### src/hdl/nfp_consts.svh
`ifndef NFP_CONSTS_SVH
`define NFP_CONSTS_SVH
// ************************************************************
// command codes sent on the nand bus
// ************************************************************
`define NFP_CMD_SET_FEAT 8'hef
`define NFP_CMD_GET_FEAT 8'hee
`define NFP_CMD_STATUS 8'h70
`define NFP_CMD_READ 8'h00
`define NFP_CMD_READ_CONF 8'h30
`define NFP_CMD_PROG 8'h80
`define NFP_CMD_PROG_CONF 8'h10
`define NFP_CMD_RAND_IN 8'h85
`define NFP_CMD_RESET 8'hff
// ************************************************************
// feature addresses and values
// ************************************************************
`define NFP_FA_ARRAY_MODE 8'h90
`define NFP_FA_BLOCK_LOCK 8'ha0
`define NFP_AM_NORMAL 8'h00
`define NFP_AM_OTP_ACCESS 8'h01
`define NFP_AM_OTP_LOCK 8'h03
`define NFP_AM_RESET 8'h00
`define NFP_BL_RESET 8'h38
`define NFP_BL_SOLID_BIT 0
`define NFP_ST_PROT_FAIL 8'h60
`define NFP_ST_READY_BIT 6
`define NFP_OTP_FIRST_PAGE 8'h02
`define NFP_OTP_LAST_PAGE 8'h1f
`define NFP_OTP_MAX_PARTIAL 4'h8
// ************************************************************
// controller register offsets (software side)
// ************************************************************
`define NFP_REG_CTRL 4'h0
`define NFP_REG_FADDR 4'h1
`define NFP_REG_PARAM 4'h2
`define NFP_REG_STATUS 4'h3
`define NFP_REG_RDATA 4'h4
`define NFP_REG_DEVSTAT 4'h5
`define NFP_REG_OTPPAGE 4'h6
`define NFP_REG_OTPCNT 4'h7
// ctrl register write codes
`define NFP_OP_SET 3'h1
`define NFP_OP_GET 3'h2
`define NFP_OP_STATUS 3'h3
`define NFP_OP_OTP_LOCK 3'h4
`define NFP_OP_RESET 3'h5
// ************************************************************
// timing, ref_clk at 10 MHz
// ************************************************************
`define NFP_CLK_NS 100
`define NFP_T_WE_NS 100
`define NFP_WE_CYC (((`NFP_T_WE_NS) + (`NFP_CLK_NS) - 1) / (`NFP_CLK_NS))
`define NFP_T_FEAT_NS 1000
`define NFP_FEAT_CYC ((`NFP_T_FEAT_NS) / (`NFP_CLK_NS))
`endif

### src/hdl/nfp_pkg.sv
package nfp_pkg;
  typedef enum logic [2:0] {
    NFP_CYC_CMD,
    NFP_CYC_ADDR,
    NFP_CYC_DIN,
    NFP_CYC_DOUT
  } nfp_cyc_e;
  typedef logic [7:0] nfp_byte_t;
endpackage

### src/hdl/nfp_cycle.sv
`include "nfp_consts.svh"
// one bus cycle on the nand pins: command, address, data in or data out
module nfp_cycle
  import nfp_pkg::*;
(
  input wire logic ref_clk,
  input wire logic resetn,
  input wire logic start,
  input wire nfp_pkg::nfp_cyc_e kind,
  input wire nfp_pkg::nfp_byte_t wdata,
  input wire nfp_pkg::nfp_byte_t io_in_s,
  output logic done,
  output nfp_pkg::nfp_byte_t rdata,
  output logic cle_r,
  output logic ale_r,
  output logic we_n_r,
  output logic re_n_r,
  output nfp_pkg::nfp_byte_t io_out_r,
  output logic io_oe_r
);
  localparam logic [3:0] PH = 4'(`NFP_WE_CYC);
  logic [3:0] cnt_r;
  logic busy_r;
  logic rd_r;
  // ************************************************************
  // strobe sequencer: strobe low PH cycles, then high PH cycles on writes, two cycles on reads
  // ************************************************************
  always_ff @(posedge ref_clk or negedge resetn) begin
    if (!resetn) begin
      cnt_r <= 4'h0;
      busy_r <= 1'b0;
      rd_r <= 1'b0;
      cle_r <= 1'b0;
      ale_r <= 1'b0;
      we_n_r <= 1'b1;
      re_n_r <= 1'b1;
      io_out_r <= 8'h00;
      io_oe_r <= 1'b0;
      done <= 1'b0;
      rdata <= 8'h00;
    end else begin
      done <= 1'b0;
      if (!busy_r && start) begin
        busy_r <= 1'b1;
        cnt_r <= 4'h0;
        rd_r <= (kind == NFP_CYC_DOUT);
        cle_r <= (kind == NFP_CYC_CMD);
        ale_r <= (kind == NFP_CYC_ADDR);
        we_n_r <= (kind == NFP_CYC_DOUT);
        re_n_r <= (kind != NFP_CYC_DOUT);
        io_out_r <= wdata;
        io_oe_r <= (kind != NFP_CYC_DOUT);
      end else if (busy_r) begin
        cnt_r <= cnt_r + 4'h1;
        if (cnt_r == PH - 4'h1) begin
          we_n_r <= 1'b1;
          re_n_r <= 1'b1;
        end
        // synced io trails the pin by two edges; the device holds its byte
        if (rd_r && cnt_r == PH + 4'h1) begin
          rdata <= io_in_s;
        end
        if (cnt_r == (rd_r ? PH + 4'h1 : PH + PH - 4'h1)) begin
          busy_r <= 1'b0;
          done <= 1'b1;
          cle_r <= 1'b0;
          ale_r <= 1'b0;
          io_oe_r <= 1'b0;
        end
      end
    end
  end
endmodule

### src/hdl/nfp_host.sv
`include "nfp_consts.svh"
module nfp_host
  import nfp_pkg::*;
(
  input wire logic ref_clk,
  input wire logic resetn,
  input wire logic [3:0] sw_addr,
  input wire logic [31:0] sw_wdata,
  input wire logic sw_wr,
  input wire logic sw_rd,
  output logic [31:0] sw_rdata_r,
  output logic nand_cle_r,
  output logic nand_ale_r,
  output logic nand_we_n_r,
  output logic nand_re_n_r,
  output logic nand_wp_n_r,
  output nfp_pkg::nfp_byte_t nand_io_out_r,
  output logic nand_io_oe_r,
  input wire nfp_pkg::nfp_byte_t nand_io_in,
  input wire logic nand_rb_n
);
  import nfp_pkg::*;
  typedef enum logic [3:0] {
    NFP_IDLE, NFP_CMD, NFP_ADDR, NFP_DATA, NFP_WAIT, NFP_RESUME, NFP_GETB, NFP_DONE
  } nfp_state_e;
  nfp_state_e state_r;
  nfp_byte_t io_s1_r, io_s2_r, faddr_r, devstat_r, otp_page_r;
  nfp_byte_t am_shadow_r, bl_shadow_r, cy_wdata_r, cy_rdata;
  logic rb_s1_r, rb_s2_r, cy_start_r, cy_done, refuse;
  logic [2:0] op_r;
  logic [31:0] param_r, rdbuf_r;
  logic [2:0] idx_r;
  logic [7:0] wait_r;
  logic err_r, busy_r, done_r, stat_pend_r, otp_locked_r;
  logic [3:0] otp_cnt_r [0:31];
  nfp_cyc_e cy_kind_r;
  logic [7:0] feat_wait;
  assign feat_wait = 8'(`NFP_FEAT_CYC);
  // ************************************************************
  // pin synchronisers
  // ************************************************************
  always_ff @(posedge ref_clk or negedge resetn) begin
    if (!resetn) begin
      io_s1_r <= 8'h00;
      io_s2_r <= 8'h00;
      rb_s1_r <= 1'b0;
      rb_s2_r <= 1'b0;
    end else begin
      io_s1_r <= nand_io_in;
      io_s2_r <= io_s1_r;
      rb_s1_r <= nand_rb_n;
      rb_s2_r <= rb_s1_r;
    end
  end
  // ************************************************************
  // pin cycle engine
  // ************************************************************
  nfp_cycle u_cycle (
    .ref_clk(ref_clk),
    .resetn(resetn),
    .start(cy_start_r),
    .kind(cy_kind_r),
    .wdata(cy_wdata_r),
    .io_in_s(io_s2_r),
    .done(cy_done),
    .rdata(cy_rdata),
    .cle_r(nand_cle_r),
    .ale_r(nand_ale_r),
    .we_n_r(nand_we_n_r),
    .re_n_r(nand_re_n_r),
    .io_out_r(nand_io_out_r),
    .io_oe_r(nand_io_oe_r)
  );
  // ************************************************************
  // refusal check for a requested set or lock operation
  // ************************************************************
  always_comb begin
    refuse = 1'b0;
    if (op_r == `NFP_OP_SET) begin
      if (faddr_r != `NFP_FA_ARRAY_MODE && faddr_r != `NFP_FA_BLOCK_LOCK) begin
        refuse = 1'b1; // reserved address, nothing sent
      end
      if (faddr_r == `NFP_FA_BLOCK_LOCK && bl_shadow_r[`NFP_BL_SOLID_BIT]) begin
        refuse = 1'b1; // solid lock freezes bits
      end
      if (faddr_r == `NFP_FA_ARRAY_MODE && otp_locked_r
          && param_r[7:0] != `NFP_AM_NORMAL && param_r[7:0] != `NFP_AM_OTP_ACCESS) begin
        refuse = 1'b1; // lock is permanent
      end
    end
    if (op_r == `NFP_OP_OTP_LOCK && otp_locked_r) begin
      refuse = 1'b1;
    end
  end
  // ************************************************************
  // sequencer: issues command, address and data cycles
  // ************************************************************
  always_ff @(posedge ref_clk or negedge resetn) begin
    if (!resetn) begin
      state_r <= NFP_IDLE;
      cy_start_r <= 1'b0;
      cy_kind_r <= NFP_CYC_CMD;
      cy_wdata_r <= 8'h00;
      idx_r <= 3'h0;
      wait_r <= 8'h00;
      busy_r <= 1'b0;
      done_r <= 1'b0;
      err_r <= 1'b0;
      rdbuf_r <= 32'h0000_0000;
      devstat_r <= 8'h00;
      stat_pend_r <= 1'b0;
      am_shadow_r <= `NFP_AM_RESET;
      bl_shadow_r <= `NFP_BL_RESET;
      otp_locked_r <= 1'b0;
      nand_wp_n_r <= 1'b0;
    end else begin
      cy_start_r <= 1'b0;
      case (state_r)
        NFP_IDLE: begin
          if (sw_wr && sw_addr == `NFP_REG_CTRL && sw_wdata[2:0] != 3'h0) begin
            busy_r <= 1'b1;
            done_r <= 1'b0;
            err_r <= 1'b0;
            state_r <= NFP_CMD;
          end
        end
        NFP_CMD: begin
          if (refuse) begin
            err_r <= 1'b1;
            state_r <= NFP_DONE;
          end else begin
            nand_wp_n_r <= (op_r == `NFP_OP_SET || op_r == `NFP_OP_OTP_LOCK);
            cy_start_r <= 1'b1;
            cy_kind_r <= NFP_CYC_CMD;
            idx_r <= 3'h0;
            case (op_r) // plain feature, status, program and reset codes only, no cache read
              `NFP_OP_SET: cy_wdata_r <= `NFP_CMD_SET_FEAT;
              `NFP_OP_GET: cy_wdata_r <= `NFP_CMD_GET_FEAT;
              `NFP_OP_STATUS: cy_wdata_r <= `NFP_CMD_STATUS;
              `NFP_OP_OTP_LOCK: cy_wdata_r <= `NFP_CMD_PROG;
              default: cy_wdata_r <= `NFP_CMD_RESET; // features survive
            endcase
            state_r <= NFP_ADDR;
          end
        end
        NFP_ADDR: begin
          if (cy_done) begin
            if (op_r == `NFP_OP_RESET) begin
              state_r <= NFP_WAIT;
              wait_r <= feat_wait;
            end else if (op_r == `NFP_OP_STATUS) begin
              stat_pend_r <= 1'b1; // data out now shows status
              state_r <= NFP_GETB;
              cy_start_r <= 1'b1;
              cy_kind_r <= NFP_CYC_DOUT;
            end else begin
              cy_start_r <= 1'b1;
              cy_kind_r <= NFP_CYC_ADDR;
              cy_wdata_r <= (op_r == `NFP_OP_OTP_LOCK) ? 8'h00 : faddr_r;
              state_r <= (op_r == `NFP_OP_GET) ? NFP_WAIT : NFP_DATA;
              wait_r <= feat_wait;
            end
          end
        end
        NFP_DATA: begin
          if (cy_done) begin
            cy_start_r <= 1'b1;
            if (op_r == `NFP_OP_OTP_LOCK || idx_r == 3'h4) begin
              if (op_r == `NFP_OP_OTP_LOCK && idx_r == 3'h0) begin
                cy_kind_r <= NFP_CYC_CMD;
                cy_wdata_r <= `NFP_CMD_PROG_CONF; // confirm
                idx_r <= 3'h5;
              end else begin
                cy_start_r <= 1'b0;
                wait_r <= feat_wait;
                state_r <= NFP_WAIT;
              end
            end else begin
              cy_kind_r <= NFP_CYC_DIN;
              cy_wdata_r <= param_r[8*idx_r[1:0] +: 8]; // p1 first
              idx_r <= idx_r + 3'h1;
            end
          end
        end
        NFP_WAIT: begin
          // least wait covers feature busy, then ready/busy high
          if (wait_r != 8'h00) begin
            wait_r <= wait_r - 8'h01;
          end else if (rb_s2_r) begin
            idx_r <= 3'h0;
            if (op_r == `NFP_OP_GET) begin
              cy_start_r <= 1'b1;
              cy_kind_r <= NFP_CYC_DOUT;
              state_r <= NFP_GETB;
            end else begin
              if (op_r == `NFP_OP_SET && faddr_r == `NFP_FA_ARRAY_MODE) begin
                am_shadow_r <= param_r[7:0];
              end
              if (op_r == `NFP_OP_SET && faddr_r == `NFP_FA_BLOCK_LOCK) begin
                bl_shadow_r <= {2'b00, param_r[5:0]}; // strap high assumed
              end
              if (op_r == `NFP_OP_OTP_LOCK) begin
                otp_locked_r <= 1'b1;
              end
              state_r <= NFP_DONE;
            end
          end
        end
        NFP_RESUME: begin
          if (cy_done) begin
            stat_pend_r <= 1'b0;
            cy_start_r <= 1'b1;
            cy_kind_r <= NFP_CYC_DOUT;
            state_r <= NFP_GETB;
          end
        end
        NFP_GETB: begin
          if (cy_done) begin
            if (op_r == `NFP_OP_STATUS) begin
              devstat_r <= cy_rdata; // 60h reports protected block
              state_r <= NFP_DONE;
            end else begin
              rdbuf_r[8*idx_r[1:0] +: 8] <= cy_rdata;
              idx_r <= idx_r + 3'h1;
              if (idx_r == 3'h3) begin
                state_r <= NFP_DONE;
              end else begin
                cy_start_r <= 1'b1;
              end
            end
          end
        end
        default: begin
          nand_wp_n_r <= 1'b0; // protect again once the op ends
          busy_r <= 1'b0;
          done_r <= 1'b1;
          state_r <= NFP_IDLE;
        end
      endcase
      // a get resumed after a status read sends read command first
      if (state_r == NFP_IDLE && sw_wr && sw_addr == `NFP_REG_CTRL
          && sw_wdata[2:0] == `NFP_OP_GET && sw_wdata[3] && stat_pend_r) begin
        cy_start_r <= 1'b1;
        cy_kind_r <= NFP_CYC_CMD;
        cy_wdata_r <= `NFP_CMD_READ;
        idx_r <= 3'h0;
        state_r <= NFP_RESUME;
      end
    end
  end
  // ************************************************************
  // software registers: operation, address, parameters, otp count
  // ************************************************************
  always_ff @(posedge ref_clk or negedge resetn) begin
    if (!resetn) begin
      op_r <= 3'h0;
      faddr_r <= 8'h00;
      param_r <= 32'h0000_0000;
      otp_page_r <= `NFP_OTP_FIRST_PAGE;
      for (int i = 0; i < 32; i++) begin
        otp_cnt_r[i] <= 4'h0;
      end
    end else begin
      if (sw_wr && state_r == NFP_IDLE) begin
        if (sw_addr == `NFP_REG_CTRL) begin
          op_r <= sw_wdata[2:0];
        end else if (sw_addr == `NFP_REG_FADDR) begin
          faddr_r <= sw_wdata[7:0];
        end else if (sw_addr == `NFP_REG_PARAM) begin
          param_r <= sw_wdata;
        end else if (sw_addr == `NFP_REG_OTPPAGE) begin
          // only pages 02h..1Fh form the otp area
          if (sw_wdata[7:0] >= `NFP_OTP_FIRST_PAGE && sw_wdata[7:0] <= `NFP_OTP_LAST_PAGE) begin
            otp_page_r <= sw_wdata[7:0];
          end
        end else if (sw_addr == `NFP_REG_OTPCNT) begin
          // software books a partial program; capped at eight
          if (!otp_locked_r && otp_cnt_r[otp_page_r[4:0]] != `NFP_OTP_MAX_PARTIAL) begin
            otp_cnt_r[otp_page_r[4:0]] <= otp_cnt_r[otp_page_r[4:0]] + 4'h1;
          end
        end
      end
    end
  end
  // ************************************************************
  // read port: data in the cycle after the strobe
  // ************************************************************
  always_ff @(posedge ref_clk or negedge resetn) begin
    if (!resetn) begin
      sw_rdata_r <= 32'h0000_0000;
    end else if (sw_rd) begin
      if (sw_addr == `NFP_REG_CTRL) begin
        sw_rdata_r <= {29'h0, op_r};
      end else if (sw_addr == `NFP_REG_FADDR) begin
        sw_rdata_r <= {24'h0, faddr_r};
      end else if (sw_addr == `NFP_REG_PARAM) begin
        sw_rdata_r <= param_r;
      end else if (sw_addr == `NFP_REG_STATUS) begin
        sw_rdata_r <= {12'h0, 1'b0, otp_locked_r, stat_pend_r, rb_s2_r,
                       am_shadow_r, 1'b0, err_r, done_r, busy_r, 4'h0};
      end else if (sw_addr == `NFP_REG_RDATA) begin
        sw_rdata_r <= rdbuf_r;
      end else if (sw_addr == `NFP_REG_DEVSTAT) begin
        sw_rdata_r <= {16'h0, bl_shadow_r, devstat_r};
      end else if (sw_addr == `NFP_REG_OTPPAGE) begin
        sw_rdata_r <= {24'h0, otp_page_r};
      end else if (sw_addr == `NFP_REG_OTPCNT) begin
        sw_rdata_r <= {28'h0, otp_cnt_r[otp_page_r[4:0]]};
      end else begin
        sw_rdata_r <= 32'h0000_0000;
      end
    end
  end
endmodule

### config.mk
export PLATFORM = sky130hd
export DESIGN_NAME = nfp_host
export DESIGN_NICKNAME = d
export VERILOG_FILES = /design/src/hdl/nfp_pkg.sv /design/src/hdl/nfp_cycle.sv /design/src/hdl/nfp_host.sv
export VERILOG_INCLUDE_DIRS = /design/src /design/src/hdl
export SDC_FILE = /design/constraint.sdc
export NUM_CORES = 1
export LEC_CHECK = 0
export BUFFER_PORTS_ARGS = -buffer_cell sky130_fd_sc_hd__buf_2
export CAP_MARGIN = 20
export CORE_ASPECT_RATIO = 0.75
export CORE_MARGIN = 2
export CORE_UTILIZATION = 45
export CTS_CLUSTER_SIZE = 24
export DETAILED_ROUTE_END_ITERATION = 10
export PLACE_DENSITY = 0.63
export REMOVE_ABC_BUFFERS = 1
export SYNTH_ARGS = -nofsm -noshare
export SYNTH_HDL_FRONTEND = slang
export SYNTH_HIERARCHICAL = 1
export SYNTH_SLANG_ARGS = --single-unit
### constraint.sdc
create_clock -name ref_clk -period 5 [get_ports ref_clk]
set_clock_uncertainty 0.2 [all_clocks]
set_input_delay 1.5 -clock ref_clk [delete_from_list [all_inputs] [get_ports ref_clk]]
set_output_delay 1.5 -clock ref_clk [all_outputs]
set_load 0.02 [all_outputs]
==> results.md, run 1 <==
* Post-DP HPWL at between 20 and 30 mm
* Initial antenna violation count at 2
* Crit Path Max Fanout at 38
* DRC viols at 0
* Die area at 37700 um^2
* Port-buffer cells at 94
* Area Overhead vs Synth at 13.5%
* CP Class: reg -> reg
* Remaining Overflow, GRT at 0
* Drt pass-1 iters at 6
* Area occupied by multi-input gates at ~7200 um^2
* Ys flop type: dfrtp_1
* Storage cell area at 8570 um^2
* Slew @ Worst Pin at between 1 and 1.5 ns
* Tcrit/Tclk final at a little under nine tenths
* Worst slew margin at 30.3%
* CTS tree: done
* Ports at 95
* Avg Cell Area, Syn at roughly 12 um^2
* Standard-cell rows at 60
* Placement Setup Slack at around 0.66 ns
* FF-to-FF setup slack at about 0.69 ns
* Vias at roughly 12000
* Core area at 35700 um^2
* Wire length per cell at 21.4 um
* Filler cells at 3201
* Detail-routed via count per cell at 5.82
* Total wire length at approximately 42 mm
* Hold Slack at ~0.15 ns
* Synth Instances at approximately 1400
* Die X at 223 um
* Root buf cell: clkbuf_16
* Mapped cell area at 16200 um^2
* Die height at 169 um
* CTS Buf Count at 36
* Number of flops mapped to enable cells by yosys at 0
* All-Layer GR Usage at 22.9%
* FFs w/ async S/R, synth at 100%
* CP required at about 5.2 ns
* Peak supply drop at 0.196 mV
* Yosys reg bits at 342
* Status: finished clean
* Clock transition at the registers of the reported paths at 0.06 ns
* PostCTS Resize Cnt at 0
* Starting Density at 45.5%
* H-Tree Depth at 2
* Seq/Total Area, Yosys at between 50% and 60%
* Hold Violations, Final at 0
* Final Non-Filler Cells at 1982
* Yosys cell types at 75
* Min Tclk post-route at 4.31 ns
* Vias in the first global route at 11500
* Hold Path Class: reg -> reg
* P_leak at 8.27 nW
* Worst EP arrival at 4.52 ns
* CTS max path bufs at 3
* Cts hold-fix bufs at 0
* Final setup TNS at 0 ns
* CP endpoint kind: flop
* First-pass GRT wire length at ~67 mm
* PwrDens at 441 nW/um^2
* Largest net degree at the start of global routing at ~100
* RSZ-0062 raised after global routing: false
* Worst-Skew Late Latency at 0.53 ns
* Warnings from Yosys at 6
* Placer congestion estimate at 0.933
* Slew Limit Fails at 0
* Detail Route Antenna Nets at 0
* Final #Nets at 1549
* Final worst slack at 0.690 ns
* Final setup viols at 0
* Crit start category: flop
* Fmax at about 230 MHz
* 1st-iter DRT viols at 1137
* Share of layout cells above drive strength 1 at 28.9%
* CTS Sinks at 342
* Max Cap Viol at 0
* Placed Cells at 1914
* # Post-CTS Setup Buffers at 0
## stage by stage
| step | utilization [%] | power, mW | instance area, um^2 |
|---|---|---|---|
| 5_1_grt | 51.6 | 8.53 | 18400 |
| 6_report | 51.6 | 8.13 | 18400 |
| 4_1_cts | 51.6 | 8.15 | 18400 |
| 3_3_place_gp | 48.1 | 5.29 | 17200 |
| 2_1_floorplan | - | 4.59 | 15800 |
| 3_5_place_dp | 48.1 | 5.34 | 17200 |
## flip-flops by register name (all words and copies together) (netlist names), 32 cells and up
register    cells
param_r        32
rdbuf_r        32
sw_rdata_r     32
otp_cnt_r     128
## layer usage
metal  share of wire, %  track usage [%]  up-vias
li1                   -                -     5259
met1                 50             36.4     5801
met2                 40             31.2      405
met3                8.0             5.22       63
met4                2.1             5.77        0
met5                  0                0        -
## path summary, 6_finish.rpt
path                                      startpoint                         end  cells after the start
hold reg to reg                 io_s1_r[1]$_DFF_PN0_        io_s2_r[1]$_DFF_PN0_                      0
min in group asynchronous                     resetn     param_r[20]$_DFFE_PN0P_                      1
max in group asynchronous                     resetn  bl_shadow_r[3]$_DFFE_PN1P_                      2
setup reg to reg           otp_page_r[0]$_DFFE_PN0P_   otp_cnt_r[59]$_DFFE_PN0P_                     10
hold / removal                  io_s1_r[1]$_DFF_PN0_        io_s2_r[1]$_DFF_PN0_                      0
setup / recovery           otp_page_r[0]$_DFFE_PN0P_   otp_cnt_r[59]$_DFFE_PN0P_                     10
## power by group
group	switching, mW	total [mW]	internal, mW	leakage (nW)
sequential	0.486	3.58	3.10	4.58
combinational	1.06	1.75	0.696	3.09
clock	1.12	2.79	1.67	0.602
total	2.66	8.13	5.47	8.27
## synthesized netlist by cell type, types with 11 or more instances
cell type,count,area [um^2]
dfrtp_1,336,8410
mux2_2,203,2290
nand2_1,140,526
nor2_1,101,379
o21ai_0,76,380
mux2i_1,72,721
a21oi_1,57,285
clkbuf_1,53,199
nand3_1,33,165
a22oi_1,24,180
inv_1,23,86.3
nor3_1,17,85.1
o22ai_1,17,106
nand3b_1,15,113
o221ai_1,13,114
mux4_2,12,270
a31oi_1,11,68.8
ha_1,11,138
nand2b_1,11,68.8
## cell usage in the layout, fill, tap and decap left out, drive strengths merged, types with 13 or more instances in the layout
cell    count
o221ai     13
nor2      101
inv        25
mux2      211
clkbuf     50
nand2     140
nand3b     15
nand3      33
o21ai      76
nor3       18
a21oi      57
o22ai      17
dfrtp     336
mux2i      72
a22oi      24
buf       126
## cell families (layout without fill, tap and decap cells)
| group | after synthesis | after routing | share of synthesized area, % |
|---|---|---|---|
| other cells | 1 | 4 | 0.0231 |
| flops | 342 | 342 | 52.7 |
| buf+inv | 110 | 216 | 3.20 |
| compound gates | 267 | 267 | 10.8 |
| fa+ha+maj | 11 | 11 | 0.847 |
| simple gates | 377 | 377 | 11.1 |
| mux | 295 | 295 | 20.9 |
| xor+xnor | 5 | 5 | 0.385 |
## layout make-up
cell class / instances / share of cell area, %
Sequential cell: 342 / 46.5
Clock inverter: 15 / 1.05
Inverter: 25 / 0.509
Clock buffer: 49 / 5.64
Multi-Input combinational cell: 957 / 38.9
Timing Repair Buffer: 127 / 4.21
Tap cell: 465 / 3.15
Antenna cell: 2 / 0.0271
## worst max-delay path: stages (launching register included)
cell	delay (ns)
dfrtp_4	0.87
mux4_2	0.59
nand2_1	0.08
or4b_1	0.48
a221oi_2	0.29
buf_4	0.18
ha_1	0.16
nand4_2	0.15
o2111ai_2	0.55
nor2_1	0.24
mux2_2	0.33
(Power assumes the default switching activity.)
==> run 2, diff against run 1 <==
--- a/config.mk
+++ b/config.mk
@@ -6,14 +6,15 @@
 export SDC_FILE = /design/constraint.sdc
 export NUM_CORES = 1
 export LEC_CHECK = 0
-export BUFFER_PORTS_ARGS = -buffer_cell sky130_fd_sc_hd__buf_2
 export CAP_MARGIN = 20
 export CORE_ASPECT_RATIO = 0.75
 export CORE_MARGIN = 2
 export CORE_UTILIZATION = 45
 export CTS_CLUSTER_SIZE = 24
 export DETAILED_ROUTE_END_ITERATION = 10
-export PLACE_DENSITY = 0.63
+export DONT_BUFFER_PORTS = 1
+export HOLD_SLACK_MARGIN = 0.06
+export PLACE_DENSITY = 0.61
 export REMOVE_ABC_BUFFERS = 1
 export SYNTH_ARGS = -nofsm -noshare
 export SYNTH_HDL_FRONTEND = slang
==> results.md, run 2 (synthesis gave the netlist of run 1 again) <==
* Status: finished clean
* Initial antenna violation count at 0
* Wire length per cell at 22.1 um
* Vias at 11200
* CP Class: reg -> reg
* Tcrit/Tclk final at 86.6%
* Starting Density at roughly 45%
* RSZ-0062 raised after global routing: false
* Post-layout util at 49.8%
* CP required at 5.26 ns
* Commonest non-fill, non-tap cell in the layout: dfrtp_1
* CP max stage cell: xnor2_4
* Largest register FFs at 128
* Max stage delay on crit path at approximately 0.81 ns
* Remaining Overflow, GRT at 0
* Crit Path Max Fanout at 34
* DP Area at 16600 um^2
* Die height at 169 um
* Most used cell along the critical path: buf_4
* Ports at 95
* Most frequent cells in the layout: dfrtp_1, mux2_2, nand2_1
* Area occupied by multi-input gates at just over 7000 um^2
* Placement Setup Slack at 0.700 ns
* Largest net degree at the start of global routing at 343
* CTS tree: done
* Slew @ Worst Pin at 1.05 ns
* P_leak at about 7.8 nW
* Standard-cell rows at 60
* Slew Limit Fails at 0
* Largest Register: otp_cnt_r
* Vias in the first global route at roughly 11000
* Final worst slack at 0.668 ns
* Filler cells at 3216
* Storage cell area at 8570 um^2
* Hold Slack at around 0.14 ns
* First-pass GRT wire length at between 60 and 70 mm
* Detail Route Antenna Nets at 0
* Worst-Skew Late Latency at 0.55 ns
* CTS Buf Count at 37
* H-Tree Depth at 2
* All-Layer GR Usage at a little under a quarter
* CTS Sinks at 342
* Die area at 37700 um^2
* Crit path cell chain: buf_4 > buf_4 > mux2i_1 > o22ai_1 > or3_1 > a221oi_4 > buf_4 > nor3_4 > xnor2_4 > mux2_2
* PostCTS Resize Cnt at 0
* CTS max path bufs at 3
* Comb pwr share at 19.4%
* Post-DP HPWL at approximately 28 mm
* Area Overhead vs Synth at 9.63%
* Detail-routed via count per cell at 5.94
* Final setup viols at 0
* Max Cap Viol at 0
* Final #Nets at ~1400
* Port-buffer cells at 0
* Clock transition at the registers of the reported paths at 0.06 ns
* DRC viols at 0
* Hold Path Class: reg -> reg
* Switching Share at 32.6%
* Hold Violations, Final at 0
* Core area at between 30000 and 40000 um^2
* Crit start category: flop
* Peak supply drop at 0.338 mV
* Drt pass-1 iters at 5
* Finished Cell Area at 17800 um^2
* # Post-CTS Setup Buffers at 0
* Die X at between 200 and 250 um
* Clk pwr share at 34.5%
* Fmax at 231 MHz
* Sw power at 2.57 mW
* Cts hold-fix bufs at 0
* Worst slew margin at 30.3%
* Worst EP arrival at 4.59 ns
* Share of layout cells above drive strength 1 at between 20% and 30%
* Min Tclk post-route at 4.33 ns
* Total power at 7.88 mW
* PwrDens at 442 nW/um^2
* Diodes inserted at 0
* CP endpoint kind: flop
* 1st-iter DRT viols at 867
* Total wire length at 41.5 mm
* Internal at 5.30 mW
* Placer congestion estimate at 0.853
* Register share of total power at 46.1%
* Root buf cell: clkbuf_16
[run 2: worst paths after layout]
path                                                start                          to  slack [ns]  depth (start not counted)
worst min-delay path                    rb_s1_r$_DFF_PN0_           rb_s2_r$_DFF_PN0_        0.14                          0
max in group asynchronous                          resetn        io_s1_r[3]$_DFF_PN0_        3.27                          0
worst max register to register  otp_page_r[0]$_DFFE_PN0P_   otp_cnt_r[23]$_DFFE_PN0P_        0.67                         10
min in group asynchronous                          resetn  sw_rdata_r[28]$_DFFE_PN0P_        0.45                          0
worst min register to register          rb_s1_r$_DFF_PN0_           rb_s2_r$_DFF_PN0_        0.14                          0
worst max-delay path            otp_page_r[0]$_DFFE_PN0P_   otp_cnt_r[23]$_DFFE_PN0P_        0.67                         10
[run 2: cell type report]
| type | instances | area share, % |
|---|---|---|
| well taps | 465 | 3.27 |
| flip-flops and latches | 342 | 48.1 |
| multi-input cells | 957 | 40.3 |
| inverters | 25 | 0.527 |
| clock inverters | 14 | 0.857 |
| clock buffers | 51 | 5.83 |
| repair buffers | 25 | 1.08 |
[run 2: through the flow]
| step | instances | setup TNS, ns |
|---|---|---|
| 6_report | 1879 | 0 |
| 5_1_grt | 1879 | 0 |
| 4_1_cts | 1877 | 0 |
| 3_5_place_dp | 1812 | 0 |
| 3_3_place_gp | 1810 | 0 |
| 2_1_floorplan | 1324 | -88.44 |
[run 2: per-layer routing]
| metal | wire, um | up-vias | GRT usage, % |
|---|---|---|---|
| met1 | 21200 | 5735 | 36.6 |
| li1 | - | 5064 | - |
| met5 | 0 | - | 0 |
| met3 | 2660 | 44 | 3.91 |
| met2 | 17000 | 310 | 31.0 |
| met4 | 641 | 0 | 4.64 |
[run 2: power by group through the flow]
stage	registers [mW]	clock network, mW	logic, mW
6_report	3.63	2.72	1.53
5_1_grt	3.68	2.89	1.70
4_1_cts	3.62	2.76	1.51
3_5_place_dp	3.67	0	1.50
3_3_place_gp	3.66	0	1.47
2_1_floorplan	3.52	0	1.07
[run 2: worst max-delay path, delay by kind of cell, from the launching register on]
kind	cells	cell delay (ns)
DFF	1	0.71
AOI/OAI and AO/OA	2	0.38
xor gates and xnor gates	1	0.81
buffers and inverters	3	1.04
and+or+nand+nor	2	0.55
muxes	2	0.54
==> run 3, diff against run 2 <==
--- a/config.mk
+++ b/config.mk
@@ -7,14 +7,15 @@
 export NUM_CORES = 1
 export LEC_CHECK = 0
 export CAP_MARGIN = 20
-export CORE_ASPECT_RATIO = 0.75
+export CELL_PAD_IN_SITES_DETAIL_PLACEMENT = 1
+export CELL_PAD_IN_SITES_GLOBAL_PLACEMENT = 2
 export CORE_MARGIN = 2
-export CORE_UTILIZATION = 45
+export CORE_UTILIZATION = 44
 export CTS_CLUSTER_SIZE = 24
 export DETAILED_ROUTE_END_ITERATION = 10
 export DONT_BUFFER_PORTS = 1
 export HOLD_SLACK_MARGIN = 0.06
-export PLACE_DENSITY = 0.61
+export PLACE_DENSITY = 0.81
 export REMOVE_ABC_BUFFERS = 1
 export SYNTH_ARGS = -nofsm -noshare
 export SYNTH_HDL_FRONTEND = slang
==> results.md, run 3 (synthesis gave the netlist of run 1 again) <==
* Status: finished clean
* Hold Path Class: reg -> reg
* H-Tree Depth at 2
* Remaining Overflow, GRT at 0
* Worst slew margin at 22.8%
* Tcrit/Tclk final at 88.8%
* Reg2reg path depth at 9
* Crit start category: flop
* Slew Limit Fails at 0
* Cts hold-fix bufs at 0
* CTS tree: done
* Share of layout cells above drive strength 1 at around a quarter
* Final #Nets at 1452
* DRC viols at 0
* FF-to-FF setup slack at 0.56 ns
* Ports at 95
* Commonest non-fill, non-tap cell in the layout: dfrtp_1
* P_leak at slightly below 8 nW
* Placer congestion estimate at about 0.86
* Worst-Skew Late Latency at between 0.5 and 0.6 ns
* Crit Path Max Fanout at 37
* Die X at approximately 200 um
* Die area at 38500 um^2
* Standard-cell rows at 70
* Total power at about 8.2 mW
* # Post-CTS Setup Buffers at 0
* Largest register FFs at about 130
* Root buf cell: clkbuf_16
* CP Class: reg -> reg
* Worst Hold End: io_s2_r[6]$_DFF_PN0_
* Largest net degree at the start of global routing at 343
* Port-buffer cells at 0
* Final setup TNS at 0 ns
* Post-DP HPWL at between 30 and 40 mm
* Initial antenna violation count at 0
* R2r startpoint: otp_page_r[0]$_DFFE_PN0P_
* Min Tclk post-route at 4.44 ns
* CTS Buf Count at 39
* Die height at 196 um
* PwrDens at 455 nW/um^2
* CTS max path bufs at 3
* CTS Sinks at 342
* Clock transition at the registers of the reported paths at 0.06 ns
* All-Layer GR Usage at 24.2%
* Largest Register: otp_cnt_r
* Fmax at 225 MHz
* Total wire length at 45.3 mm
* Max Cap Viol at 0
* Reg-to-reg endpoint: otp_cnt_r[110]$_DFFE_PN0P_
* Area Overhead vs Synth at 10.8%
* Core area at approximately 37000 um^2
* Diodes inserted at 0
* Final setup viols at 0
* Drt pass-1 iters at 5
* Starting Density at 44.5%
* Vias in the first global route at around 12000
* Worst EP arrival at 4.72 ns
* CP endpoint kind: flop
* Detail Route Antenna Nets at 0
* Wire length per cell at roughly 24 um
* PostCTS Resize Cnt at 0
* Detail-routed via count per cell at around 6
* First-pass GRT wire length at about 72 mm
* 1st-iter DRT viols at 804
* Peak supply drop at 0.346 mV
* Slew @ Worst Pin at approximately 1.2 ns
* Hold Startpoint: io_s1_r[6]$_DFF_PN0_
* Most frequent cells in the layout: dfrtp_1, mux2_2, nand2_1
* Vias at 11200
* CP required at 5.28 ns
* Hold Crit Depth at 0
* Hold Violations, Final at 0
* RSZ-0062 raised after global routing: false
## run 3: worst max-delay path by stage
stage	start	to	slack [ns]	depth (start not counted)
4_1_cts	otp_page_r[0]$_DFFE_PN0P_	otp_cnt_r[110]$_DFFE_PN0P_	0.60	9
3_3_place_gp	otp_page_r[0]$_DFFE_PN0P_	otp_cnt_r[51]$_DFFE_PN0P_	0.79	9
2_1_floorplan	otp_page_r[0]$_DFFE_PN0P_	otp_cnt_r[102]$_DFFE_PN0P_	-0.98	8
6_report	otp_page_r[0]$_DFFE_PN0P_	otp_cnt_r[110]$_DFFE_PN0P_	0.56	9
3_5_place_dp	otp_page_r[0]$_DFFE_PN0P_	otp_cnt_r[110]$_DFFE_PN0P_	0.63	9
5_1_grt	otp_page_r[0]$_DFFE_PN0P_	otp_cnt_r[110]$_DFFE_PN0P_	0.38	9
## run 3: through the flow
stage	area (um^2)	hold WS, ns	instances	util [%]	worst slack [ns]
after floorplan	15800	0.131	1324	-	-0.982
after global placement	16600	0.132	1818	45.6	0.786
after detailed placement	16600	0.136	1818	45.6	0.627
after CTS	18000	0.147	1889	49.3	0.600
after global routing	18000	0.154	1890	49.3	0.380
final	18000	0.147	1890	49.3	0.561
## run 3: critical path, stage by stage, from the launching register on
cell,delay [ns]
dfrtp_4,0.86
mux4_2,0.58
nand2_1,0.08
or4b_1,0.46
a221oi_2,0.51
inv_1,0.10
ha_1,0.23
xnor2_2,0.76
buf_4,0.37
mux2_2,0.19
## run 3: layout make-up
class | instances | area [um^2]
Clock inverter | 15 | 205
Clock buffer | 56 | 1150
Sequential cell | 342 | 8570
Inverter | 25 | 93.8
Fill cell | 3812 | 18500
Multi-Input combinational cell | 957 | 7180
Tap cell | 468 | 586
Timing Repair Buffer | 27 | 215
## run 3: layer usage
metal  vias up  global-route usage (%)  share of wire [%]
met3        53                    5.00                5.4
met4         0                    6.85                1.9
met5         -                       0                  0
met2       238                    37.3                 45
met1      5857                    34.8                 47
li1       5068                       -                  -
## run 3: power breakdown
part           internal, mW  switching (mW)  total (mW)
logic                 0.635           0.903        1.54
registers              3.10           0.553        3.65
clock network          1.86            1.15        3.01
total                  5.60            2.60        8.20
